`config.mk`:
```
export PLATFORM = sky130hd
export DESIGN_NAME = output_compare_pwm_timer
export DESIGN_NICKNAME = d
export VERILOG_FILES = /design/src/logic/timer_pkg.sv /design/src/logic/output_compare_pwm_timer.sv
export SDC_FILE = /design/constraint.sdc
export NUM_CORES = 1
export LEC_CHECK = 0
export ABC_CLOCK_PERIOD_IN_PS = 3600
export BUFFER_PORTS_ARGS = -buffer_cell sky130_fd_sc_hd__clkbuf_2
export CAP_MARGIN = 5
export CORE_ASPECT_RATIO = 0.7
export CORE_UTILIZATION = 35
export CTS_CLUSTER_DIAMETER = 60
export DETAILED_ROUTE_END_ITERATION = 8
export GPL_ROUTABILITY_DRIVEN = 0
export HOLD_SLACK_MARGIN = 0.02
export SLEW_MARGIN = 40
export SYNTH_ARGS = -nofsm -noshare
export SYNTH_HDL_FRONTEND = slang
export SYNTH_SLANG_ARGS = --single-unit
```
`constraint.sdc`:
```
create_clock -name clk -period 3.6 [get_ports clk]
set_input_delay 0.18 -clock clk [delete_from_list [all_inputs] [get_ports clk]]
set_output_delay 0.18 -clock clk [all_outputs]
set_load 0.005 [all_outputs]
```
`src/logic/timer_pkg.sv`:
```
// constants and register map for the compare and pwm timer
// Behaviour
// - counter match drives pin to configured level
// - three-bit source select picks count source
// - free-run 65536 or clear at period match
// - run bit starts, clearing it holds counter
// - stopped compare outputs keep their level
// - flags raised on every match and overflow
// - counter readable and writable at any time
// - match action: low, high or toggle
// - initial level holds until first match
// - each pin port or compare output
// - registers c and d buffer a and b
// - writing level control drives initial level
// - pwm on pins b, c, d only
// - period m+1, inactive n+1, active m-n
// - level bit sets pwm start and inactive level
// - any pwm pin reserves the period register
// - change point equal period gives no change
// - pwm buffers: c next period, d next b
// - stopped pwm holds pins and counter
// - pin a level bit ignored in pwm
// - cutoff low sets all four disable bits
// - cutoff takes pins within few clocks
package timer_pkg;
   localparam int AW = 12;
   localparam int DW = 16;
   // register offsets
   localparam logic [11:0] MODE_OFS   = 12'h120;
   localparam logic [11:0] CTRL_OFS   = 12'h121;
   localparam logic [11:0] IOAB_OFS   = 12'h124;
   localparam logic [11:0] IOCD_OFS   = 12'h125;
   localparam logic [11:0] STAT_OFS   = 12'h126;
   localparam logic [11:0] OEN_OFS    = 12'h127;
   localparam logic [11:0] CNT_OFS    = 12'h128;
   localparam logic [11:0] GRA_OFS    = 12'h12a;
   localparam logic [11:0] GRB_OFS    = 12'h12c;
   localparam logic [11:0] GRC_OFS    = 12'h12e;
   localparam logic [11:0] GRD_OFS    = 12'h130;
   // mode_register fields
   localparam int RUN_BIT  = 7;
   localparam int BFD_BIT  = 5;
   localparam int BFC_BIT  = 4;
   localparam int PWM_LSB  = 1;
   // counter_output_control fields
   localparam int CLR_BIT  = 7;
   localparam int SRC_LSB  = 4;
   // io_control fields: two per register, nibble each
   localparam int FSEL_BIT = 2;
   // output_enable_register fields
   localparam int CUT_BIT  = 7;
   // reset values
   localparam logic [7:0] MODE_RST = 8'h00;
   localparam logic [7:0] CTRL_RST = 8'h00;
   localparam logic [7:0] IO_RST   = 8'h00;
   localparam logic [7:0] OEN_RST  = 8'h0f;
   localparam logic [15:0] GR_RST  = 16'hffff;
   // count source codes
   localparam logic [2:0] SRC_F1  = 3'h0;
   localparam logic [2:0] SRC_F2  = 3'h1;
   localparam logic [2:0] SRC_F4  = 3'h2;
   localparam logic [2:0] SRC_F8  = 3'h3;
   localparam logic [2:0] SRC_F32 = 3'h4;
   localparam logic [2:0] SRC_EXT = 3'h5;
   localparam logic [2:0] SRC_OSC = 3'h6;
   // match actions
   localparam logic [1:0] ACT_NONE = 2'h0;
   localparam logic [1:0] ACT_LOW  = 2'h1;
   localparam logic [1:0] ACT_HIGH = 2'h2;
   localparam logic [1:0] ACT_TOG  = 2'h3;
   // cutoff reaction bound in clocks (sync plus register)
   localparam int CUT_CYC = 4;
endpackage

```
`src/logic/output_compare_pwm_timer.sv`:
```
// 16-bit compare and pwm timer with register port
//
// The strobed register port was chosen for this implementation.
`timescale 1ns/1ps
module output_compare_pwm_timer (
   input  wire logic        clk,
   input  wire logic        rst,
   input  wire logic [11:0] addr,
   input  wire logic [15:0] wdata,
   input  wire logic        wr_en,
   input  wire logic        rd_en,
   output logic      [15:0] rdata,
   input  wire logic        external_count_clock_pin,
   input  wire logic        internal_fast_oscillator,
   input  wire logic        cutoff_interrupt_pin_n,
   output logic             wave_pin_a,
   output logic             wave_pin_b,
   output logic             wave_pin_c,
   output logic             wave_pin_d,
   output logic             wave_pin_a_oe_n,
   output logic             wave_pin_b_oe_n,
   output logic             wave_pin_c_oe_n,
   output logic             wave_pin_d_oe_n
);
   logic [7:0]  mode_reg;
   logic [7:0]  ctrl_reg;
   logic [7:0]  ioab_reg;
   logic [7:0]  iocd_reg;
   logic [7:0]  oen_reg;
   logic [4:0]  flag_reg;
   logic [15:0] cnt_reg;
   logic [15:0] gr_reg [4];
   logic [3:0]  lvl_reg;
   logic [3:0]  oe_n_reg;
   logic [15:0] rdata_reg;
   logic [4:0]  pre_reg;
   logic [2:0]  ext_sync;
   logic [2:0]  osc_sync;
   logic [1:0]  cut_sync;
   logic        tick;
   logic        running;
   logic        step;
   logic [3:0]  hit;
   logic        clr;
   logic        ovf;
   logic [3:0]  pwm;
   logic        pwm_any;
   logic [1:0]  act [4];
   logic [3:0]  fsel;
   logic [3:0]  dis_next;
   logic        wr_mode;
   logic        wr_ctrl;
   logic        wr_cnt;

   assign wr_mode = wr_en && addr == timer_pkg::MODE_OFS;
   assign wr_ctrl = wr_en && addr == timer_pkg::CTRL_OFS;
   assign wr_cnt  = wr_en && addr == timer_pkg::CNT_OFS;
   assign running = mode_reg[timer_pkg::RUN_BIT];
   assign pwm     = {mode_reg[timer_pkg::PWM_LSB +: 3], 1'b0};
   assign pwm_any = |pwm;
   assign act[0]  = ioab_reg[1:0];
   assign act[1]  = ioab_reg[5:4];
   assign act[2]  = iocd_reg[1:0];
   assign act[3]  = iocd_reg[5:4];
   assign fsel    = {iocd_reg[4 + timer_pkg::FSEL_BIT], iocd_reg[timer_pkg::FSEL_BIT],
                     ioab_reg[4 + timer_pkg::FSEL_BIT], ioab_reg[timer_pkg::FSEL_BIT]};

   // prescaler for the divided sources
   always_ff @(posedge clk) begin
      if (rst) begin
         pre_reg <= 5'h00;
      end else begin
         pre_reg <= pre_reg + 5'h01;
      end
   end

   // pin sources pass two flops; edge taken after the second
   always_ff @(posedge clk) begin
      if (rst) begin
         ext_sync <= 3'h0;
         osc_sync <= 3'h0;
         cut_sync <= 2'h3;
      end else begin
         ext_sync <= {ext_sync[1:0], external_count_clock_pin};
         osc_sync <= {osc_sync[1:0], internal_fast_oscillator};
         cut_sync <= {cut_sync[0], cutoff_interrupt_pin_n};
      end
   end

   // count source select; code 111 never ticks
   always_comb begin
      unique case (ctrl_reg[timer_pkg::SRC_LSB +: 3])
         timer_pkg::SRC_F1:  tick = 1'b1;
         timer_pkg::SRC_F2:  tick = pre_reg[0];
         timer_pkg::SRC_F4:  tick = &pre_reg[1:0];
         timer_pkg::SRC_F8:  tick = &pre_reg[2:0];
         timer_pkg::SRC_F32: tick = &pre_reg[4:0];
         timer_pkg::SRC_EXT: tick = ext_sync[1] & ~ext_sync[2];
         timer_pkg::SRC_OSC: tick = osc_sync[1] & ~osc_sync[2];
         default:            tick = 1'b0;
      endcase
   end

   // match and wrap events are only seen on a counting step
   always_comb begin
      step = running && tick;
      for (int i = 0; i < 4; i++) begin
         hit[i] = step && cnt_reg == gr_reg[i];
      end
      // period register clears the count in pwm or with clear select
      clr = hit[0] && (ctrl_reg[timer_pkg::CLR_BIT] || pwm_any);
      ovf = step && cnt_reg == 16'hffff && !clr;
   end

   // counter; software write wins over counting
   always_ff @(posedge clk) begin
      if (rst) begin
         cnt_reg <= 16'h0000;
      end else if (wr_cnt) begin
         cnt_reg <= wdata;
      end else if (clr) begin
         cnt_reg <= 16'h0000;
      end else if (step) begin
         cnt_reg <= cnt_reg + 16'h0001;
      end
   end

   // control registers
   always_ff @(posedge clk) begin
      if (rst) begin
         mode_reg <= timer_pkg::MODE_RST;
         ctrl_reg <= timer_pkg::CTRL_RST;
         ioab_reg <= timer_pkg::IO_RST;
         iocd_reg <= timer_pkg::IO_RST;
      end else if (wr_en) begin
         if (wr_mode) mode_reg <= wdata[7:0];
         if (wr_ctrl) ctrl_reg <= wdata[7:0];
         if (addr == timer_pkg::IOAB_OFS) ioab_reg <= wdata[7:0];
         if (addr == timer_pkg::IOCD_OFS) iocd_reg <= wdata[7:0];
      end
   end

   // general registers with buffer transfers; software write wins
   always_ff @(posedge clk) begin
      if (rst) begin
         for (int i = 0; i < 4; i++) begin
            gr_reg[i] <= timer_pkg::GR_RST;
         end
      end else begin
         // compare mode loads at own match, pwm at period end
         if (mode_reg[timer_pkg::BFC_BIT] && hit[0]) begin
            gr_reg[0] <= gr_reg[2];
         end
         if (mode_reg[timer_pkg::BFD_BIT] && (pwm[1] ? hit[0] : hit[1])) begin
            gr_reg[1] <= gr_reg[3];
         end
         if (wr_en) begin
            if (addr == timer_pkg::GRA_OFS) gr_reg[0] <= wdata;
            if (addr == timer_pkg::GRB_OFS) gr_reg[1] <= wdata;
            if (addr == timer_pkg::GRC_OFS) gr_reg[2] <= wdata;
            if (addr == timer_pkg::GRD_OFS) gr_reg[3] <= wdata;
         end
      end
   end

   // sticky flags; a write of 0 clears, a new event wins
   always_ff @(posedge clk) begin
      if (rst) begin
         flag_reg <= 5'h00;
      end else if (wr_en && addr == timer_pkg::STAT_OFS) begin
         flag_reg <= (flag_reg & wdata[4:0]) | {ovf, hit};
      end else begin
         flag_reg <= flag_reg | {ovf, hit};
      end
   end

   // cutoff pin sets all disables; later software may clear them
   always_comb begin
      dis_next = oen_reg[3:0];
      if (wr_en && addr == timer_pkg::OEN_OFS) dis_next = wdata[3:0];
      if (oen_reg[timer_pkg::CUT_BIT] && !cut_sync[1]) dis_next = 4'hf;
   end

   always_ff @(posedge clk) begin
      if (rst) begin
         oen_reg <= timer_pkg::OEN_RST;
      end else begin
         oen_reg[3:0] <= dis_next;
         if (wr_en && addr == timer_pkg::OEN_OFS) begin
            oen_reg[7:4] <= wdata[7:4];
         end
      end
   end

   // pin levels: initial level on setup write, then match actions
   always_ff @(posedge clk) begin
      if (rst) begin
         lvl_reg <= 4'h0;
      end else if (wr_ctrl) begin
         lvl_reg <= wdata[3:0];
      end else begin
         for (int i = 0; i < 4; i++) begin
            if (pwm[i]) begin
               // period end returns to inactive; change point to active
               if (hit[0]) begin
                  lvl_reg[i] <= ctrl_reg[i];
               end else if (hit[i] && gr_reg[i] != gr_reg[0]) begin
                  lvl_reg[i] <= ~ctrl_reg[i];
               end
            end else if (hit[i]) begin
               unique case (act[i])
                  timer_pkg::ACT_LOW:  lvl_reg[i] <= 1'b0;
                  timer_pkg::ACT_HIGH: lvl_reg[i] <= 1'b1;
                  timer_pkg::ACT_TOG:  lvl_reg[i] <= ~lvl_reg[i];
                  timer_pkg::ACT_NONE: lvl_reg[i] <= lvl_reg[i];
               endcase
            end
         end
      end
   end

   // pin drive; buffer registers outside pwm and pin a in pwm never drive
   always_ff @(posedge clk) begin
      if (rst) begin
         oe_n_reg <= 4'hf;
      end else begin
         for (int i = 0; i < 4; i++) begin
            oe_n_reg[i] <= dis_next[i] || !(pwm[i] || (!fsel[i] && act[i] != timer_pkg::ACT_NONE));
         end
         if (pwm_any) oe_n_reg[0] <= 1'b1;
         if (mode_reg[timer_pkg::BFC_BIT] && !pwm[2]) oe_n_reg[2] <= 1'b1;
         if (mode_reg[timer_pkg::BFD_BIT] && !pwm[3]) oe_n_reg[3] <= 1'b1;
      end
   end

   assign wave_pin_a      = lvl_reg[0];
   assign wave_pin_b      = lvl_reg[1];
   assign wave_pin_c      = lvl_reg[2];
   assign wave_pin_d      = lvl_reg[3];
   assign wave_pin_a_oe_n = oe_n_reg[0];
   assign wave_pin_b_oe_n = oe_n_reg[1];
   assign wave_pin_c_oe_n = oe_n_reg[2];
   assign wave_pin_d_oe_n = oe_n_reg[3];

   // read data in the cycle after the strobe, zero otherwise
   always_ff @(posedge clk) begin
      if (rst || !rd_en) begin
         rdata_reg <= 16'h0000;
      end else begin
         unique case (addr)
            timer_pkg::MODE_OFS: rdata_reg <= {8'h00, mode_reg};
            timer_pkg::CTRL_OFS: rdata_reg <= {8'h00, ctrl_reg};
            timer_pkg::IOAB_OFS: rdata_reg <= {8'h00, ioab_reg};
            timer_pkg::IOCD_OFS: rdata_reg <= {8'h00, iocd_reg};
            timer_pkg::STAT_OFS: rdata_reg <= {11'h000, flag_reg};
            timer_pkg::OEN_OFS:  rdata_reg <= {8'h00, oen_reg};
            timer_pkg::CNT_OFS:  rdata_reg <= cnt_reg;
            timer_pkg::GRA_OFS:  rdata_reg <= gr_reg[0];
            timer_pkg::GRB_OFS:  rdata_reg <= gr_reg[1];
            timer_pkg::GRC_OFS:  rdata_reg <= gr_reg[2];
            timer_pkg::GRD_OFS:  rdata_reg <= gr_reg[3];
            default:             rdata_reg <= 16'h0000;
         endcase
      end
   end
   assign rdata = rdata_reg;
endmodule

```
* Word level (Yosys, flattened, before mapping)
Memories as Yosys holds them, arrays and structs flattened.
Index checks and enable logic that the tools add are counted.
** Word-level totals
- Register bits after elaboration :: 98
- Memories :: 1
- Input port bits :: 35
- Bits in writable memories :: 64
** Memories
- gr_reg :: depth 4, width 16, rd ports 4, clocked after Yosys merged registers in 0, write ports 4, RTL line output_compare_pwm_timer.sv:32 : logic [15:0] gr_reg [4];
** Cells by class
- Muxes and demuxes :: 57
- Bitwise operators :: 20
- Reductions and logical operators :: 76
- Eq/ne operators :: 44
- $add $sub $neg :: 2
** Operators by type and width (count)
- $pmux W16 S11 :: 1
- $mux W16 :: 9
- $eq A12 B9 Y1 const B :: 11
- $eq A16 B16 Y1 :: 4
- $ne A16 B16 Y1 :: 3
- $mux W1 :: 38
- $logic_and A1 B1 Y1 :: 25
- $add A16 B1 Y16 const B :: 1
- $eq A16 B16 Y1 const B :: 1
- $eq A2 B2 Y1 const B :: 8
- $logic_not A1 Y1 :: 13
- $mux W4 :: 3
- $ne A4 B1 Y1 const B :: 3
- $pmux W1 S3 :: 4
- $reduce_and A2 Y1 :: 6
- $reduce_and A3 Y1 :: 4
- $reduce_bool A3 Y1 :: 4
- $or A5 B5 Y5 :: 2
- $reduce_bool A2 Y1 :: 5
- $eq A3 B3 Y1 const B :: 3
- $logic_or A1 B1 Y1 :: 9
- $ne A3 B3 Y1 const B :: 3
- $not A1 Y1 :: 9
- $eq A2 B1 Y1 const B :: 4
- 15 further kinds :: 26

* Depth between registers and ports, before layout
Gate-level depths: netlist (run 1).
- Word-level depth :: 12
- Gate-level depth with buffers :: 10
- Depth with buffers taken out :: 8

* Worst setup path after synthesis (run 1)
OpenSTA, ideal clock, no wires.
- Path type :: reg-to-reg
- From :: register pre_reg[0]
- To :: memory gr_reg[1][0], enable pin
- Buffers on the path :: 1
- Arrival :: 1.952 ns
- Clock period less this slack :: 2.315 ns
- Required time :: 3.237 ns
- Setup time :: 0.363 ns
- Cell stages (with the launch flop) :: 9
- Slack :: 1.285 ns
- Path through :: dfxtp_1 > ha_1 > and3_1 > ha_1 > o41a_1 > and3_2 > buf_4 > nand3_1 > nand2_1
** RTL lines
- start, declared :: RTL line output_compare_pwm_timer.sv:36 : logic [4:0] pre_reg;
- start signal, assigned :: RTL line output_compare_pwm_timer.sv:73 : pre_reg <= pre_reg + 5'h01;
- end, declared :: RTL line output_compare_pwm_timer.sv:32

==> flow_summary.toml, run 1 <==
[setup_path]
r2r-end = "gr_reg[1][14]"
rr_worst_depth = 6
crit_path_top_delay_cell = "dfxtp_1"
timing.critical_path.buf_inv = 0
crit_arrival_ns = 2.87
slowest_delay_ns = 0.69
cp-end-kind = "flop"
r2r-start = "cnt_reg[6]"
crit_required_ns = 3.68
rrSetupSlack_ns = 0.81
startpoint_type = "flop"
path_class = "reg -> reg"
critPathTopFamily = "simple AND/OR/NAND/NOR gates"
cp_cell_sequence = "xor2_1 -> nor4_1 -> nand4_1 -> mux2i_4 -> nand3_1 -> nand2_1"
path_max_fanout = 16

[timing]
finalClockSkew_ns = 0.0132
fin_ws_ns = 0.809
slew_headroom_pct = 45.5
min_period_ns = 2.79
setup_tns_ns = 0
worst_slew_pin_slew_ns = 0.817
period_share_pct = 77.5
fmax_ghz = 0.358
holdWs_ns = 0.107
setup_viol = 0
maxSlewViolCount = 0
hold_viol = 0
rsz0062_at_grt = "no"

[route]
drtIter0Drc = 1234
vias = 7936
routedWlPerCell_um = 24.8
firstDrtPassIters = 6
ant_nets = 0
wl_um = 32100
post-route-drc-count = 0
vias_per_cell = 6.13

[cells_and_area]
nNetsFinal = 996
finalNonFillerCells = 1295
layout-drive-gt1-share_pct = 15.6
area_delta_synth_final_pct = 10.9
insertedDiodeCount = 0
final_area_um2 = 10000
largest_reg_flops = 64
nFillCells = 2510
fin_util_pct = 40.0

[grt]
grt_pass1_wl_um = 47500
grt_usage_pct = 24.8
grt-ovfl-total = 0
grt_pass1_vias = 7197
grt_start_max_net_pins = 50
antenna_found_initial = 0

[clock_tree]
postCtsSetupBuffers = 0
cts_root_buffer = "clkbuf_16"
clkLatencyLatePin_ns = 0.45
clk_path_buf_depth = 2
cts_buffers = 17
clk_pin_slew_ns = 0.07
clock-sinks = 162
cts_resized = 0
hold_buffers = 3
htree_levels = 4
cts_tree = "yes"

[power_and_ir_drop]
netSwitchingPower_mw = 1.02
p_total_mw = 4.06
p_sw_share_pct = 25.2
powerDensity_nw_per_um2 = 406
leakage_nw = 3.17
combPwrFrac_pct = 4.9
p_seq_share_pct = 48.8
p_int_mw = 3.04
ir_drop_mv = 0.283
clkPwrFrac_pct = 46.3

[hold_path]
hold_depth = 3
hold_class = "in -> reg"
min_to = "cnt_reg[8]"
hold_start = "wdata[8]"

[synth]
synthArstFlopShare_pct = 0
ys.warnings.count = 0
syn_area_um2 = 9020
synthFlopType = "dfxtp_1"
syn-instance-count = 952
ys_seq_area_share_pct = 43.1
syn_avg_cell_area_um2 = 9.47
yosysTopAreaCell = "dfxtp_1"
synth_area_leaders = "dfxtp_1 22%, edfxtp_1 21%, xor2_1 7.3%"
synth_nets = 991
synth_edf_count = 64
netlist.area_leader.share_pct = 21.8
ys_seq_elements = 162
yosysUniqueCellTypes = 67

[floorplan]
rows = 48
die_height_um = 136
io_pins = 59
die_w_um = 194
fp.coreArea_um2 = 25000
initial_core_util_pct = 36.1
dieArea_um2 = 26400

[run_status]
status = "complete, no violations"

[run]
max-cap-violations = 0

[placed_design]
dpl.hpwl_um = 23200
portBuffers = 58
place_area_um2 = 9370
placed_cells = 1260
place_ws_ns = 0.914
## worst register-to-register path, cell delays in order (launching register included)
cell,delay (ns)
dfxtp_1,0.69
xor2_1,0.15
nor4_1,0.34
nand4_1,0.30
mux2i_4,0.29
nand3_1,0.13
nand2_1,0.53
## logic make-up (layout without fill, tap and decap cells)
family / Yosys count / after routing / share of synthesized area (%)
mux: 18 / 18 / 2.21
buf+inv: 95 / 113 / 5.22
flops: 162 / 162 / 43.1
fa+ha+maj: 4 / 4 / 0.555
compound gates: 207 / 207 / 16.4
simple gates: 345 / 345 / 20.8
xor+xnor: 121 / 121 / 11.8
## synth_stat cells, drive strengths merged (24+ instances only)
library cell / n
a31oi: 28
clkbuf: 41
buf: 45
dfxtp: 98
nor2: 33
a22oi: 24
nand2: 114
nand3: 53
xor2: 75
nor4: 24
edfxtp: 64
xnor2: 46
a21oi: 51
o22a: 32
## placed cells by master, fill, tap and decap left out, types with 3 or more instances in the layout
master / n
and2_1: 6
o211ai_1: 7
or3_1: 8
nor4_1: 16
mux2i_1: 12
buf_4: 11
nor4_2: 6
nand2_1: 113
nand2b_1: 15
nand3_1: 51
o22a_1: 32
clkbuf_2: 58
a21oi_1: 50
o41ai_1: 3
a311o_1: 5
mux2_2: 5
ha_1: 4
or2_2: 22
nand3b_1: 3
nor2b_1: 11
and4_1: 4
nor3_1: 13
dlygate4sd3_1: 3
dfxtp_1: 98
inv_6: 4
a31oi_1: 28
xor2_1: 75
nor2_1: 31
inv_1: 9
a41oi_1: 3
a22oi_1: 24
and3_1: 8
a221oi_1: 7
a22o_1: 9
clkbuf_16: 17
a222oi_1: 8
o21ai_0: 15
xnor2_1: 46
nand4_1: 20
edfxtp_1: 64
## cell type report
class / instances / area [µm²] / share of cell area, %
clock inverters: 14 / 171 / 1.71
multi-input cells: 695 / 4670 / 46.7
well taps: 325 / 407 / 4.07
flip-flops and latches: 162 / 3880 / 38.8
repair buffers: 72 / 403 / 4.03
inverters: 9 / 33.8 / 0.338
clock buffers: 18 / 429 / 4.29
## power by group through the flow
stage / clock [mW] / sequential [mW] / combinational [mW]
2_1_floorplan: 0 / 1.99 / 0.112
3_3_place_gp: 0 / 2.02 / 0.190
3_5_place_dp: 0 / 2.02 / 0.189
4_1_cts: 1.90 / 1.98 / 0.192
5_1_grt: 1.99 / 1.98 / 0.210
6_report: 1.88 / 1.98 / 0.199
## per-layer routing
metal	vias to the layer above	routed length, µm	track usage [%]
li1	3481	-	-
met1	3845	13800	36.5
met2	561	12500	32.1
met3	49	5240	11.0
met4	0	544	5.20
met5	-	0	0
## worst max path at each step
stage	to	start	slack, ns	cells past startpoint
CTS	cnt_reg[0]	pre_reg[0]	0.89	9
floorplan	gr_reg[1][0]	pre_reg[0]	1.29	8
global placement	gr_reg[1][12]	cnt_reg[3]	0.96	6
detailed placement	gr_reg[1][10]	cnt_reg[6]	0.91	6
global route	gr_reg[1][11]	cnt_reg[6]	0.68	6
finish	gr_reg[1][14]	cnt_reg[6]	0.81	6
(Power assumes the default switching activity.)
==> inputs of run 2 (changes only) <==
ABC_CLOCK_PERIOD_IN_PS = 2400   (was 3600)
clock period = 2.4 ns   (was 3.6 ns; I/O delays follow)
==> flow_summary.toml, run 2 (synthesized netlist as in run 1, its figures left out) <==
[timing]
min_period_ns = 2.43
setup_viol = 1
slew_headroom_pct = 52.1
fin_ws_ns = -0.0257
maxSlewViolCount = 0
fmax_ghz = 0.412
hold_viol = 0
period_share_pct = 101
finalClockSkew_ns = 0.0146
rsz0062_at_grt = "yes"
worst_slew_pin_slew_ns = 0.717

[setup_path]
path_class = "reg -> reg"
rr_worst_depth = 8
endpoint = "lvl_reg[1]"
crit_arrival_ns = 2.75
startpoint_type = "flop"
rrSetupSlack_ns = -0.03
path_max_fanout = 4
crit_start = "gr_reg[0][14]"
r2r-end = "lvl_reg[1]"
crit_required_ns = 2.73
cp-end-kind = "flop"
r2r-start = "gr_reg[0][14]"

[route]
ant_nets = 0
firstDrtPassIters = 6
drtIter0Drc = 1106
vias = 8325
vias_per_cell = 5.98
post-route-drc-count = 0
wl_um = 33600
routedWlPerCell_um = 24.1

[clock_tree]
clk_pin_slew_ns = 0.07
cts_root_buffer = "clkbuf_16"
cts_buffers = 17
clkLatencyLatePin_ns = 0.46
clock-sinks = 162
cts_tree = "yes"
clk_path_buf_depth = 2
htree_levels = 4

[cells_and_area]
layout_common_cells = "113 x nand2_1, 102 x buf_4, 98 x dfxtp_1"
final_area_um2 = 10800
final_common_cell = "nand2_1"
insertedDiodeCount = 0
area_delta_synth_final_pct = 20.3
nNetsFinal = 1094
layout-drive-gt1-share_pct = 23.7
largest_reg_flops = 64

[power_and_ir_drop]
powerDensity_nw_per_um2 = 565
combPwrFrac_pct = 5.5
p_int_mw = 4.57
ir_drop_mv = 0.273
leakage_nw = 3.69
netSwitchingPower_mw = 1.55
p_sw_share_pct = 25.4
clkPwrFrac_pct = 46.3
p_seq_share_pct = 48.2

[placed_design]
place_ws_ns = -0.118
dpl.hpwl_um = 24600
place_area_um2 = 10100
portBuffers = 58

[floorplan]
die_height_um = 136
die_w_um = 194
fp.coreArea_um2 = 25000
rows = 48
dieArea_um2 = 26400
initial_core_util_pct = 36.1
io_pins = 59

[run]
max-cap-violations = 0

[run_status]
status = "complete, but fails checks"
violations = "setup timing"

[grt]
grt_pass1_wl_um = 48900
grt_pass1_vias = 7650
grt_start_max_net_pins = 51
grt_usage_pct = 25.5
antenna_found_initial = 3
grt-ovfl-total = 0

[hold_path]
hold_depth = 3
hold_class = "in -> reg"
run 2: power groups by stage:
| stage | Combinational (mW) | Clock [mW] | Sequential [mW] |
|---|---|---|---|
| detailed placement | 0.323 | 0 | 3.01 |
| floorplan | 0.168 | 0 | 2.99 |
| finish | 0.340 | 2.84 | 2.95 |
| CTS | 0.331 | 2.86 | 2.95 |
| global route | 0.356 | 2.98 | 2.95 |
| global placement | 0.322 | 0 | 3.01 |
run 2: worst min path at each step:
| stage | start | to | slack [ns] |
|---|---|---|---|
| floorplan | cutoff_interrupt_pin_n | cut_sync[0] | 0.22 |
| global placement | cutoff_interrupt_pin_n | cut_sync[0] | 0.31 |
| detailed placement | cutoff_interrupt_pin_n | cut_sync[0] | 0.31 |
| CTS | wdata[15] | cnt_reg[15] | 0.04 |
| global route | wdata[14] | cnt_reg[14] | 0.08 |
| finish | wdata[14] | cnt_reg[14] | 0.07 |
run 2: final cells by class:
class                      count  area (µm²)
fill                        2411       14100
multi-input combinational    695        4710
clock inverter                14         165
tap                          325         407
clock buffer                  18         429
timing repair buffer         170        1220
inverter                       9        33.8
sequential                   162        3880
run 2: what timing repair did:
item | 4_1_cts | 5_1_grt
hold buffers | 4 | 0
endpoints found under the hold margin | 4 | 0
pin swaps | 0 | 2
gates cloned | 0 | 1
buffers inserted | 0 | 4
endpoints found under the setup margin | 8 | 42
resized for setup | 3 | 6
run 2: through the flow:
| step | hold slack [ns] | power [mW] | std cells | utilization [%] | TNS (ns) |
|---|---|---|---|---|---|
| after CTS | 0.0352 | 6.14 | 1388 | 43.0 | 0 |
| after floorplan | 0.224 | 3.15 | 952 | - | 0 |
| after global placement | 0.312 | 3.33 | 1352 | 40.5 | -0.188 |
| after detailed placement | 0.309 | 3.33 | 1352 | 40.5 | -0.339 |
| after global routing | 0.0798 | 6.29 | 1393 | 43.4 | -0.0539 |
| final | 0.0667 | 6.13 | 1393 | 43.4 | -0.0257 |
run 2: worst max-delay path, stage by stage (launching register included):
cell,delay (ns)
edfxtp_1,0.50
buf_4,0.21
xor2_1,0.16
nor4_1,0.34
nand3_1,0.15
nor4_1,0.49
buf_4,0.22
o41ai_2,0.09
mux2i_1,0.14
run 2: routing by layer:
layer / vias up / wire length [µm] / track usage (%)
met5: - / 15 / 0
met4: 2 / 653 / 7.14
met3: 59 / 4770 / 9.55
met2: 584 / 13100 / 34.0
met1: 3999 / 15000 / 37.4
li1: 3681 / - / -
